==> config.mk <==
export PLATFORM = sky130hd
export DESIGN_NAME = cas_arch_regs
export DESIGN_NICKNAME = d
export VERILOG_FILES = /design/src/pkg/cas_pkg.sv /design/src/design/cas_arch_regs.sv
export VERILOG_INCLUDE_DIRS = /design/src /design/src/pkg
export SDC_FILE = /design/constraint.sdc
export NUM_CORES = 1
export LEC_CHECK = 0
export BUFFER_PORTS_ARGS = -buffer_cell sky130_fd_sc_hd__buf_2
export CORE_MARGIN = 5
export CORE_UTILIZATION = 42
export CTS_BUF_LIST = sky130_fd_sc_hd__clkbuf_4
export DETAILED_ROUTE_END_ITERATION = 12
export PLACE_DENSITY = 0.75
export SLEW_MARGIN = 25
export SYNTH_ARGS = -nofsm -noshare
export SYNTH_HDL_FRONTEND = slang
export SYNTH_SLANG_ARGS = --single-unit
==> constraint.sdc <==
create_clock -name ref_clk -period 7.15 [get_ports ref_clk]
set_input_delay 0.715 -clock ref_clk [delete_from_list [all_inputs] [get_ports ref_clk]]
set_output_delay 0.715 -clock ref_clk [all_outputs]
set_load 0.01 [all_outputs]
==> src/pkg/cas_defines.svh <==
// constants for the architectural state registers
`ifndef CAS_DEFINES_SVH
`define CAS_DEFINES_SVH
`define CAS_CODE_SEG_RESET 16'hFFFF
`define CAS_SEG_RESET      16'h0000
`define CAS_IP_RESET       16'h0000
`define CAS_FLAGS_RESET    16'h0000
`define CAS_FLAGS_MASK     16'h0FD5
`define CAS_OF 11
`define CAS_DF 10
`define CAS_IF 9
`define CAS_TF 8
`define CAS_SF 7
`define CAS_ZF 6
`define CAS_AF 4
`define CAS_PF 2
`define CAS_CF 0
`define CAS_GPR_BASE   8'h00
`define CAS_SEG_BASE   8'h20
`define CAS_FLAGS_ADDR 8'h30
`define CAS_ACC   3'h0
`define CAS_COUNT 3'h1
`define CAS_IOPRT 3'h2
`define CAS_STACK 3'h4
`define CAS_SRC   3'h6
`define CAS_DEST  3'h7
`endif

==> src/pkg/cas_pkg.sv <==
// types shared by the architectural state registers
package cas_pkg;
    typedef enum logic [1:0] {CAS_WR_WORD, CAS_WR_LOW, CAS_WR_HIGH} cas_wrmode_e;
    typedef enum logic [1:0] {CAS_SEG_CODE, CAS_SEG_DATA, CAS_SEG_STACK, CAS_SEG_EXTRA} cas_seg_e;
    typedef enum logic [1:0] {CAS_AG_FETCH, CAS_AG_STACK, CAS_AG_DATA, CAS_AG_EXTRA} cas_agen_e;
    typedef logic [15:0] cas_word_t;
endpackage

==> src/design/cas_arch_regs.sv <==
// architectural register state, flags and address generation
//
// The APB interface to the registers and the address map were chosen for this implementation.
`timescale 1ns/100ps
`include "cas_defines.svh"

// Notes on behaviour
// RULE1 - eight word registers; the four data registers also written as byte halves
// RULE2 - accumulator and io port register exported for multiply, divide and port I/O
// RULE3 - count, shift count byte, stack pointer and index registers exported for their uses
// RULE4 - four segment bases; fetch uses code, stack uses stack, data uses data/extra
// RULE5 - reset loads code segment with all ones
// RULE6 - reset clears data, stack and extra segments
// RULE7 - instruction pointer not software visible; loaded or advanced by the bus unit
// RULE8 - reset clears instruction pointer, so first fetch is at FFFF0
// RULE9 - flags word resets to zero, updated after each operation at fixed bits
// RULE10 - overflow flag follows signed overflow of arithmetic
// RULE11 - direction flag set/cleared by instructions; set steps up, clear steps down
// RULE12 - interrupt enable flag gates maskable requests
// RULE13 - trace flag set gives a debug trap after each following instruction
// RULE14 - sign flag copies result top bit
// RULE15 - zero flag set exactly when result is zero
// RULE16 - aux carry flag follows low nibble carry or borrow
// RULE17 - parity flag set on even ones in low byte
// RULE18 - carry flag follows carry out of or borrow into top bit
// RULE19 - 20-bit physical address formed and handed to the bus unit
// RULE20 - physical address is segment shifted by four plus offset, wrapped
// RULE21 - reserved flag bits read zero and ignore writes
module cas_arch_regs
    import cas_pkg::*;
(
    // clock and reset
    input  wire logic        ref_clk,
    input  wire logic        rst,
    // apb slave
    input  wire logic        psel,
    input  wire logic        penable,
    input  wire logic        pwrite,
    input  wire logic [7:0]  paddr,
    input  wire logic [31:0] pwdata,
    output logic      [31:0] prdata,
    output logic             pready,
    output logic             pslverr,
    // general register write port
    input  wire logic        gprWrEn,
    input  wire logic [2:0]  gprWrSel,
    input  cas_wrmode_e      gprWrMode,
    input  wire cas_word_t   gprWrData,
    // segment write port
    input  wire logic        segWrEn,
    input  cas_seg_e         segWrSel,
    input  wire cas_word_t   segWrData,
    // string index stepping
    input  wire logic        strStep,
    input  wire logic        strStepWord,
    // instruction pointer control
    input  wire logic        ipLoad,
    input  wire cas_word_t   ipLoadValue,
    input  wire logic        ipAdvance,
    input  wire logic [3:0]  ipAdvanceBy,
    // flag updates
    input  wire logic        aluValid,
    input  wire logic        aluByte,
    input  wire cas_word_t   aluResult,
    input  wire logic        aluCarry,
    input  wire logic        aluOverflow,
    input  wire logic        aluAux,
    input  wire logic        aluKeepCarry,
    input  wire logic        dirSet,
    input  wire logic        dirClr,
    input  wire logic        intSet,
    input  wire logic        intClr,
    input  wire logic        flagsLoad,
    input  wire cas_word_t   flagsLoadValue,
    input  wire logic        instrDone,
    input  wire logic        maskIntReq,
    // address generation
    input  wire logic        agenReq,
    input  cas_agen_e        agenKind,
    input  wire cas_word_t   agenOffset,
    // implicit register outputs
    output cas_word_t        accumulatorWord,
    output cas_word_t        ioPortReg,
    output cas_word_t        countReg,
    output logic      [7:0]  shiftCountByte,
    output cas_word_t        stackPointer,
    output cas_word_t        srcIndex,
    output cas_word_t        destIndex,
    output cas_word_t        instructionPointer,
    output cas_word_t        processorStatusFlags,
    // control outputs
    output logic             stringStepUp,
    output logic             intAccept,
    output logic             debugTrap,
    output logic      [19:0] physAddr,
    output logic             physAddrValid
);

    // ----------------------------------------------------------------
    // storage
    // ----------------------------------------------------------------
    cas_word_t   gpr [8];
    cas_word_t   seg [4];
    cas_word_t   next_gpr [8];
    cas_word_t   next_seg [4];
    cas_word_t   ip;
    cas_word_t   next_ip;
    cas_word_t   flags;
    cas_word_t   next_flags;
    logic [19:0] next_physAddr;
    logic        next_physAddrValid;
    logic        next_debugTrap;
    logic [31:0] next_prdata;
    logic        next_pslverr;
    logic        apbSetup;
    logic        apbWrite;
    logic [15:0] idxStep;

    // decode: returns 1 when the address hits a mapped register
    function automatic logic addrMapped(input logic [7:0] a);
        addrMapped = (a[1:0] == 2'h0) &&
                     ((a < `CAS_SEG_BASE) || (a < `CAS_FLAGS_ADDR) || (a == `CAS_FLAGS_ADDR));
    endfunction

    function automatic logic evenParity(input logic [7:0] b);
        evenParity = ~(^b);
    endfunction

    assign apbSetup = psel & ~penable;
    assign apbWrite = psel & penable & pready & pwrite & ~pslverr;
    // data is prepared in the setup cycle, so every access is zero wait
    assign pready   = 1'b1;

    // ----------------------------------------------------------------
    // general and segment registers
    // ----------------------------------------------------------------
    // core writes take priority over software writes to the same word
    always_comb begin
        next_gpr = gpr;
        next_seg = seg;
        idxStep  = strStepWord ? 16'h0002 : 16'h0001;
        if (apbWrite && paddr < `CAS_SEG_BASE) begin
            next_gpr[paddr[4:2]] = pwdata[15:0];
        end
        if (apbWrite && paddr >= `CAS_SEG_BASE && paddr < `CAS_FLAGS_ADDR) begin
            next_seg[paddr[3:2]] = pwdata[15:0];
        end
        if (strStep) begin
            if (flags[`CAS_DF]) begin                                  // RULE11
                next_gpr[`CAS_SRC]  = gpr[`CAS_SRC] + idxStep;         // RULE3
                next_gpr[`CAS_DEST] = gpr[`CAS_DEST] + idxStep;
            end else begin
                next_gpr[`CAS_SRC]  = gpr[`CAS_SRC] - idxStep;
                next_gpr[`CAS_DEST] = gpr[`CAS_DEST] - idxStep;
            end
        end
        if (gprWrEn) begin
            // byte halves only exist on the four data registers
            if (gprWrMode == CAS_WR_LOW && !gprWrSel[2]) begin
                next_gpr[gprWrSel][7:0] = gprWrData[7:0];              // RULE1
            end else if (gprWrMode == CAS_WR_HIGH && !gprWrSel[2]) begin
                next_gpr[gprWrSel][15:8] = gprWrData[7:0];
            end else begin
                next_gpr[gprWrSel] = gprWrData;
            end
        end
        if (segWrEn) begin
            next_seg[segWrSel] = segWrData;                            // RULE4
        end
    end

    always_ff @(posedge ref_clk or posedge rst) begin
        if (rst) begin
            for (int i = 0; i < 8; i++) begin
                gpr[i] <= 16'h0000;
            end
            seg[CAS_SEG_CODE]  <= `CAS_CODE_SEG_RESET;                 // RULE5
            seg[CAS_SEG_DATA]  <= `CAS_SEG_RESET;                      // RULE6
            seg[CAS_SEG_STACK] <= `CAS_SEG_RESET;
            seg[CAS_SEG_EXTRA] <= `CAS_SEG_RESET;
        end else begin
            gpr <= next_gpr;
            seg <= next_seg;
        end
    end

    // implicit operands
    assign accumulatorWord = gpr[`CAS_ACC];                            // RULE2
    assign ioPortReg       = gpr[`CAS_IOPRT];
    assign countReg        = gpr[`CAS_COUNT];                          // RULE3
    assign shiftCountByte  = gpr[`CAS_COUNT][7:0];
    assign stackPointer    = gpr[`CAS_STACK];
    assign srcIndex        = gpr[`CAS_SRC];
    assign destIndex       = gpr[`CAS_DEST];

    // ----------------------------------------------------------------
    // instruction pointer
    // ----------------------------------------------------------------
    // no software path: only the bus unit and flow changes touch it
    always_comb begin
        next_ip = ip;
        if (ipLoad) begin
            next_ip = ipLoadValue;                                     // RULE7
        end else if (ipAdvance) begin
            next_ip = ip + {12'h000, ipAdvanceBy};
        end
    end

    always_ff @(posedge ref_clk or posedge rst) begin
        if (rst) begin
            ip <= `CAS_IP_RESET;                                       // RULE8
        end else begin
            ip <= next_ip;
        end
    end

    assign instructionPointer = ip;

    // ----------------------------------------------------------------
    // status flags
    // ----------------------------------------------------------------
    // later sources win: software, result, set/clear, then whole-word pop
    always_comb begin
        next_flags = flags;
        if (apbWrite && paddr == `CAS_FLAGS_ADDR) begin
            next_flags = pwdata[15:0];
        end
        if (aluValid) begin                                            // RULE9
            next_flags[`CAS_OF] = aluOverflow;                         // RULE10
            next_flags[`CAS_SF] = aluByte ? aluResult[7] : aluResult[15]; // RULE14
            next_flags[`CAS_ZF] = aluByte ? (aluResult[7:0] == 8'h00)
                                          : (aluResult == 16'h0000);   // RULE15
            next_flags[`CAS_AF] = aluAux;                              // RULE16
            next_flags[`CAS_PF] = evenParity(aluResult[7:0]);          // RULE17
            if (!aluKeepCarry) begin
                next_flags[`CAS_CF] = aluCarry;                        // RULE18
            end
        end
        if (dirSet) begin
            next_flags[`CAS_DF] = 1'b1;                                // RULE11
        end else if (dirClr) begin
            next_flags[`CAS_DF] = 1'b0;
        end
        if (intSet) begin
            next_flags[`CAS_IF] = 1'b1;                                // RULE12
        end else if (intClr) begin
            next_flags[`CAS_IF] = 1'b0;
        end
        if (flagsLoad) begin
            next_flags = flagsLoadValue;
        end
        next_flags = next_flags & `CAS_FLAGS_MASK;                     // RULE21
        // trap sees the old trace bit, so the loading instruction itself is spared
        next_debugTrap = instrDone & flags[`CAS_TF];                   // RULE13
    end

    always_ff @(posedge ref_clk or posedge rst) begin
        if (rst) begin
            flags     <= `CAS_FLAGS_RESET;                             // RULE9
            debugTrap <= 1'b0;
        end else begin
            flags     <= next_flags;
            debugTrap <= next_debugTrap;
        end
    end

    assign processorStatusFlags = flags;
    assign stringStepUp = flags[`CAS_DF];                              // RULE11
    assign intAccept    = maskIntReq & flags[`CAS_IF];                 // RULE12

    // ----------------------------------------------------------------
    // address generation
    // ----------------------------------------------------------------
    // carry past bit 19 wraps, matching a 1 MB space
    always_comb begin
        unique case (agenKind)
            CAS_AG_FETCH: next_physAddr = {seg[CAS_SEG_CODE], 4'h0} + {4'h0, ip};   // RULE4
            CAS_AG_STACK: next_physAddr = {seg[CAS_SEG_STACK], 4'h0} + {4'h0, agenOffset};
            CAS_AG_DATA:  next_physAddr = {seg[CAS_SEG_DATA], 4'h0} + {4'h0, agenOffset};
            CAS_AG_EXTRA: next_physAddr = {seg[CAS_SEG_EXTRA], 4'h0} + {4'h0, agenOffset};
        endcase
        if (!agenReq) begin
            next_physAddr = physAddr;
        end
        next_physAddrValid = agenReq;                                  // RULE19
    end

    always_ff @(posedge ref_clk or posedge rst) begin
        if (rst) begin
            physAddr      <= 20'h00000;
            physAddrValid <= 1'b0;
        end else begin
            physAddr      <= next_physAddr;                            // RULE20
            physAddrValid <= next_physAddrValid;
        end
    end

    // ----------------------------------------------------------------
    // apb read path
    // ----------------------------------------------------------------
    // read data captured in setup so the access phase needs no wait
    always_comb begin
        next_prdata  = prdata;
        next_pslverr = pslverr;
        if (apbSetup) begin
            next_pslverr = ~addrMapped(paddr);
            next_prdata  = 32'h00000000;
            if (paddr < `CAS_SEG_BASE) begin
                next_prdata[15:0] = gpr[paddr[4:2]];
            end else if (paddr < `CAS_FLAGS_ADDR) begin
                next_prdata[15:0] = seg[paddr[3:2]];
            end else if (paddr == `CAS_FLAGS_ADDR) begin
                next_prdata[15:0] = flags;
            end
            if (pwrite || !addrMapped(paddr)) begin
                next_prdata = 32'h00000000;
            end
        end
    end

    always_ff @(posedge ref_clk or posedge rst) begin
        if (rst) begin
            prdata  <= 32'h00000000;
            pslverr <= 1'b0;
        end else begin
            prdata  <= next_prdata;
            pslverr <= next_pslverr;
        end
    end

    logic [19:0] expAddr;
    assign expAddr = {seg[CAS_SEG_DATA], 4'h0} + {4'h0, agenOffset};
endmodule // cas_arch_regs

Yosys cells after proc, flatten, opt, wreduce, memory -nomap -nowiden
Index checks and enable logic that the tools add are counted.
{ "totals": {"reg_bits": 272, "in_bits": 174, "output_inout_bits": 194, "word_cells": 143} }
{ "classes": {"addsub": 9, "magnitude_cmp": 11, "n_eq_ne": 6, "mux": 54, "bitwise_logic": 14, "reduce_logical": 26} }
{ "ops": {"columns": ["op", "count"], "rows": [
  ["bitwise mux 128 bit", 4],
  ["two-way mux 128 bit", 4],
  ["two-way mux 16 bit", 14],
  ["demux 16 bit (select 3 bit)", 4],
  ["bitwise mux 64 bit", 2],
  ["two-way mux 64 bit", 2],
  ["adder 20 x 16 -> 20 bit", 4],
  ["one-hot mux 20 bit (4 select lines)", 1],
  ["demux 16 bit (select 2 bit)", 2],
  ["two-way mux 32 bit", 2],
  ["binary-select mux 16 bit (select 3 bit)", 1],
  ["two-way mux 12 bit", 3],
  ["adder 16 x 2 -> 16 bit", 2],
  ["binary-select mux 16 bit (select 2 bit)", 1],
  ["subtractor 16 x 2 -> 16 bit", 2],
  ["adder 16 x 4 -> 16 bit", 1],
  ["zero test 16 bit", 1],
  ["less-than comparator 8 x 6 -> 1 bit, second input constant", 2],
  ["logical AND 1 bit", 11],
  ["two-way mux 1 bit", 11],
  ["== test 8 x 6 -> 1 bit, second input constant", 1],
  ["greater-or-equal comparator 4 bit, second input constant", 2],
  ["greater-or-equal comparator 8 x 6 -> 1 bit, second input constant", 1],
  ["zero test 8 bit", 1],
  ["other kinds (18)", 41]
]} }

Depth between registers and ports, before layout
{ "logic_depth": {"word_depth": 12, "mapped_depth": 13, "mapped_depth_nobuf": 12} }

Worst setup path after synthesis
No wires, ideal clock.
{ "synth_path": {"path_type": "input to register", "from": "in agenKind[0]", "to": "reg physAddr[16]", "setup_ns": 0.090, "t_arrival_ns": 3.553, "required_time_ns": 7.060, "path_slack_ns": 3.507, "path_stages": 12, "path_buffers": 2, "cell_sequence": "buf_2 -> buf_1 -> mux2i_1 -> a21oi_1 -> ha_1 -> a2111oi_1 -> a21boi_0 -> or3_1 -> a21oi_2 -> o21ai_0 -> xor2_1 -> o221ai_1"} }
{ "synth_between": {"elab_chain_cells": 2, "word_cells_on_any_way": 5} }
{ "synth_rtl": {"columns": ["item", "line", "source"], "rows": [
  ["from (decl)", "cas_arch_regs.sv:79", "input cas_agen_e agenKind,"],
  ["== test 2 bit (tied with other cells)", "cas_arch_regs.sv:276", "unique case (agenKind)"],
  ["one-hot mux 20 bit (4 select lines) *", "cas_arch_regs.sv:276", null],
  ["to (signal assigned)", "cas_arch_regs.sv:293", "physAddr <= next_physAddr;"],
  ["to (decl)", "cas_arch_regs.sv:95", "output logic [19:0] physAddr,"]
]} }
Mark *: on every way between the ends. The rest lies on a longest branch, timed or not.
A chain may end at the register's enable or synchronous reset.

==> summary.md <==
| Metric | Value |
|---|---|
| Share of cells above drive strength 1 | `about a quarter` |
| Crit path max fanout | `26` |
| CP startpoint | `processorStatusFlags[10]` |
| # rows | `76` |
| Comb pwr share | `a little under two fifths` |
| Post-synthesis simple-gate area fraction | `12.1%` |
| R2R depth | `10` |
| End point of the critical path | `srcIndex[13]` |
| Final TNS setup | `0 ns` |
| Max_cap viols | `0` |
| Largest net degree at the start of global routing | `~80` |
| Yosys reg bits | `approximately 260` |
| Clock tree from TritonCTS | `done` |
| NumNets Final | `about 2400` |
| Worst Path Arrival | `4.33 ns` |
| P_int | `roughly 3.5 mW` |
| CTS clk-pin slew, worst paths | `approximately 0.060 ns` |
| Post-route ant nets | `0` |
| Gate Count Post-Synth | `1947` |
| Die ar. | `approximately 0.047 mm²` |
| Status | `finished, final reports clean` |
| Worst skew pair latency | `around 0.75 ns` |
| Drt drc | `0` |
| Synth Area in XOR/XNOR | `between 2 and 3%` |
| Syn. warnings | `0` |
| GR Overflow Total | `0` |
| Fin. Hold Viols | `0` |
| Final Core Density | `46.9%` |
| Yosys cell types | `71` |
| Half-perimeter wire length after placement | `~45000 µm` |
| Crit Reg-Reg Startpoint | `processorStatusFlags[10]` |
| Worst EP required | `between 7 and 8 ns` |
| Clock power frac | `25.1%` |
| Initial Utilization | `a little over two fifths` |
| Register area | `0.00643 mm²` |
| Post-synthesis async set-or-reset flop share | `100%` |
| Final setup viols | `0` |
| Max Freq | `around 270 MHz` |
| Net Sw Frac | `38.7%` |
| DRT Pass-1 Iters | `6` |
| Fillers | `between 4000 and 5000` |
| Area Overhead vs Synth | `11.2%` |
| Area of the multi-input gates | `0.0101 mm²` |
| Critical path type | `flip-flop to flip-flop` |
| Vias/cell | `a little under 6` |
| Post-CTS Setup Bufs | `0` |
| CTS Hold Bufs | `0` |
| CORE AREA | `~0.043 mm²` |
| Pwr per Cell Area | `283 mW/mm²` |
| CTS root buf | `clkbuf_4` |
| Vias in the first global route | `15400` |
| Min cycle time layout | `between 3 and 4 ns` |
| Htree depth | `3` |
| Main combinational cell family by area after synthesis | `multiplexers` |
| Total power draw | `5.67 mW` |
| Via count | `15800` |
| Number of flops mapped to enable cells by yosys | `0` |
| DR iter-0 viols | `around 1500` |
| Mux contribution to synthesized area | `about a fifth` |
| Worst Hold Class | `input port to flip-flop` |
| Clock skew | `around 0.047 ns` |
| Max rail drop VDD | `about 200 µV` |
| Mapped Area | `around 0.018 mm²` |
| Slew headroom | `29.8%` |
| FF-to-FF setup slack | `between 3 and 4 ns` |
| Post-synthesis area per instance | `slightly above 9 µm²` |
| RSZ-0062 raised after global routing | `no` |
| Crit Reg-Reg Endpoint | `srcIndex[13]` |
| Drt wl/cell | `about 23 µm` |
| Die X | `217 µm` |
| # resized after CTS | `0` |
| Setup crit end kind | `flip-flop` |
| Final wirelength | `around 60000 µm` |
| Compound-cell area share of the yosys netlist | `roughly 15%` |
| Top Ports | `368` |
| Sink Count | `between 200 and 300` |
| Initial antenna violation count | `7` |
| Leak pwr | `around 9.5 nW` |
| Cts bufs inserted | `74` |
| Worst Max-Slew Pin Slew | `approximately 1.1 ns` |
| Port-buffer cells | `320` |
| Sw power | `between 2 and 2.5 mW` |
| Fin crit share | `a little over half` |
| CP Launch Type | `flip-flop` |
| Main synth FF type | `dfrtp_1` |
| Max Buffers Root-to-Sink | `3` |
| Gr usage total | `between 20% and 30%` |
| Synth Area in Adders | `slightly below 5%` |
| First-pass GRT wire length | `around 91000 µm` |
| Slew Limit Fails | `0` |
| Gpl congestion | `slightly above 0.9` |
| Die height | `about 220 µm` |
| Seq/Total Area, Yosys | `35.6%` |
| Sequential share of power | `between 30% and 40%` |
## how the worst min path moves through the flow
stage | from | endpoint | slack (ns) | cells after the start
final | instrDone | debugTrap | 0.18 | 2
after global routing | instrDone | debugTrap | 0.15 | 2
after CTS | instrDone | debugTrap | 0.11 | 2
after detailed placement | physAddr[13] | physAddr[13] | 0.48 | 2
after global placement | physAddr[13] | physAddr[13] | 0.47 | 2
after floorplan | gpr[72] | gpr[72] | 0.51 | 2
## synth_stat cells (5+ instances only)
library cell / n / share of area (%)
a31oi_1: 21 / 0.73
ha_1: 62 / 4.3
clkbuf_1: 86 / 1.8
a211oi_1: 9 / 0.37
nor3_1: 12 / 0.33
nor2b_1: 18 / 0.62
o21ai_0: 199 / 5.5
a22o_1: 16 / 0.78
dfstp_2: 16 / 2.3
nand2b_1: 18 / 0.62
and3_1: 12 / 0.42
buf_1: 11 / 0.23
buf_4: 131 / 5.5
a221oi_1: 10 / 0.49
nor2_1: 138 / 2.9
inv_1: 37 / 0.77
mux4_2: 48 / 6.0
nand4_1: 5 / 0.17
nand2_1: 231 / 4.8
o31ai_1: 6 / 0.25
buf_2: 26 / 0.72
o21a_1: 6 / 0.25
xor2_1: 28 / 1.4
xnor2_1: 31 / 1.5
mux2i_1: 226 / 13
o21ai_1: 17 / 0.47
o211ai_1: 5 / 0.21
a21oi_1: 134 / 3.7
nand3_1: 26 / 0.72
mux2_2: 23 / 1.4
fa_1: 5 / 0.55
a21o_1: 18 / 0.75
dfrtp_1: 240 / 33
o22ai_1: 7 / 0.24
## power by group through the flow
| stage | combinational, mW | sequential (mW) | clock, mW |
|---|---|---|---|
| after floorplan | 1.70 | 2.00 | 0 |
| final | 2.14 | 2.11 | 1.42 |
| after global routing | 2.35 | 2.14 | 1.52 |
| after CTS | 2.12 | 2.10 | 1.45 |
| after detailed placement | 2.11 | 2.12 | 0 |
| after global placement | 2.05 | 2.11 | 0 |
## through the flow
step | worst slack [ns] | cells | hold slack [ns] | area, µm²
6_report | 3.42 | 2728 | 0.175 | 20100
2_1_floorplan | 3.08 | 1969 | 0.512 | 18100
5_1_grt | 3.16 | 2726 | 0.146 | 20100
3_3_place_gp | 3.31 | 2596 | 0.473 | 19100
4_1_cts | 3.49 | 2723 | 0.107 | 20000
3_5_place_dp | 3.27 | 2596 | 0.477 | 19100
## layout by cell type (no fill, tap or decap), types with 17 or more instances in the layout
cell and count:
a21o_1 18, a21oi_1 134, a31oi_1 21, buf_2 318, buf_4 21, clkbuf_4 114
conb_1 24, dfrtp_1 240, ha_1 62, inv_1 36, mux2_2 23, mux2i_1 226
mux4_2 48, nand2_1 231, nand2b_1 18, nand3_1 26, nor2_1 134, nor2b_1 17
o21ai_0 199, o21ai_1 17, xnor2_1 31, xor2_1 28
## flip-flops by register name, indices dropped and copies added (netlist names)
register              cells
seg                      64
destIndex                16
stackPointer             16
gpr                      32
processorStatusFlags      9
physAddr                 20
pslverr                   1
debugTrap                 1
accumulatorWord          16
instructionPointer       16
srcIndex                 16
physAddrValid             1
prdata                   16
ioPortReg                16
countReg                 16
## layout make-up
class / instances / share of cell area (%)
Timing Repair Buffer: 340 / 8.78
Tap cell: 546 / 3.41
Sequential cell: 256 / 32.0
Inverter: 37 / 0.711
Clock inverter: 13 / 0.399
Multi-Input combinational cell: 1417 / 50.3
Antenna cell: 5 / 0.0624
Clock buffer: 114 / 4.27
## kinds of logic (layout without fill, tap and decap cells)
| logic type | count (synthesis) | count (layout) |
|---|---|---|
| buffers and inverters | 296 | 504 |
| flip-flops | 256 | 256 |
| adder cells (fa/ha/maj) | 67 | 67 |
| other | 2 | 29 |
| XOR/XNOR | 59 | 59 |
| AO/OA/AOI/OAI | 479 | 479 |
| multiplexers | 297 | 297 |
| AND/OR/NAND/NOR | 491 | 491 |
## per-layer routing
metal	track usage [%]	up-vias	part of all wire (%)	wire length, µm
met2	41.5	828	49	29900
met1	31.1	7640	38	23300
met5	0	-	0.063	39
met3	5.93	155	9.4	5790
li1	-	7173	-	-
met4	10.4	6	4.0	2450
## critical path, stage by stage, from the launching register on
cell,delay [ns]
dfrtp_1,0.67
inv_1,0.62
ha_1,0.56
o21ai_0,0.23
nor2_1,0.09
o31ai_1,0.34
a21oi_1,0.25
a21bo_2,0.24
a211o_1,0.28
a41oi_1,0.20
a21oi_1,0.09
No activity file was read; power rests on OpenSTA's default activity.
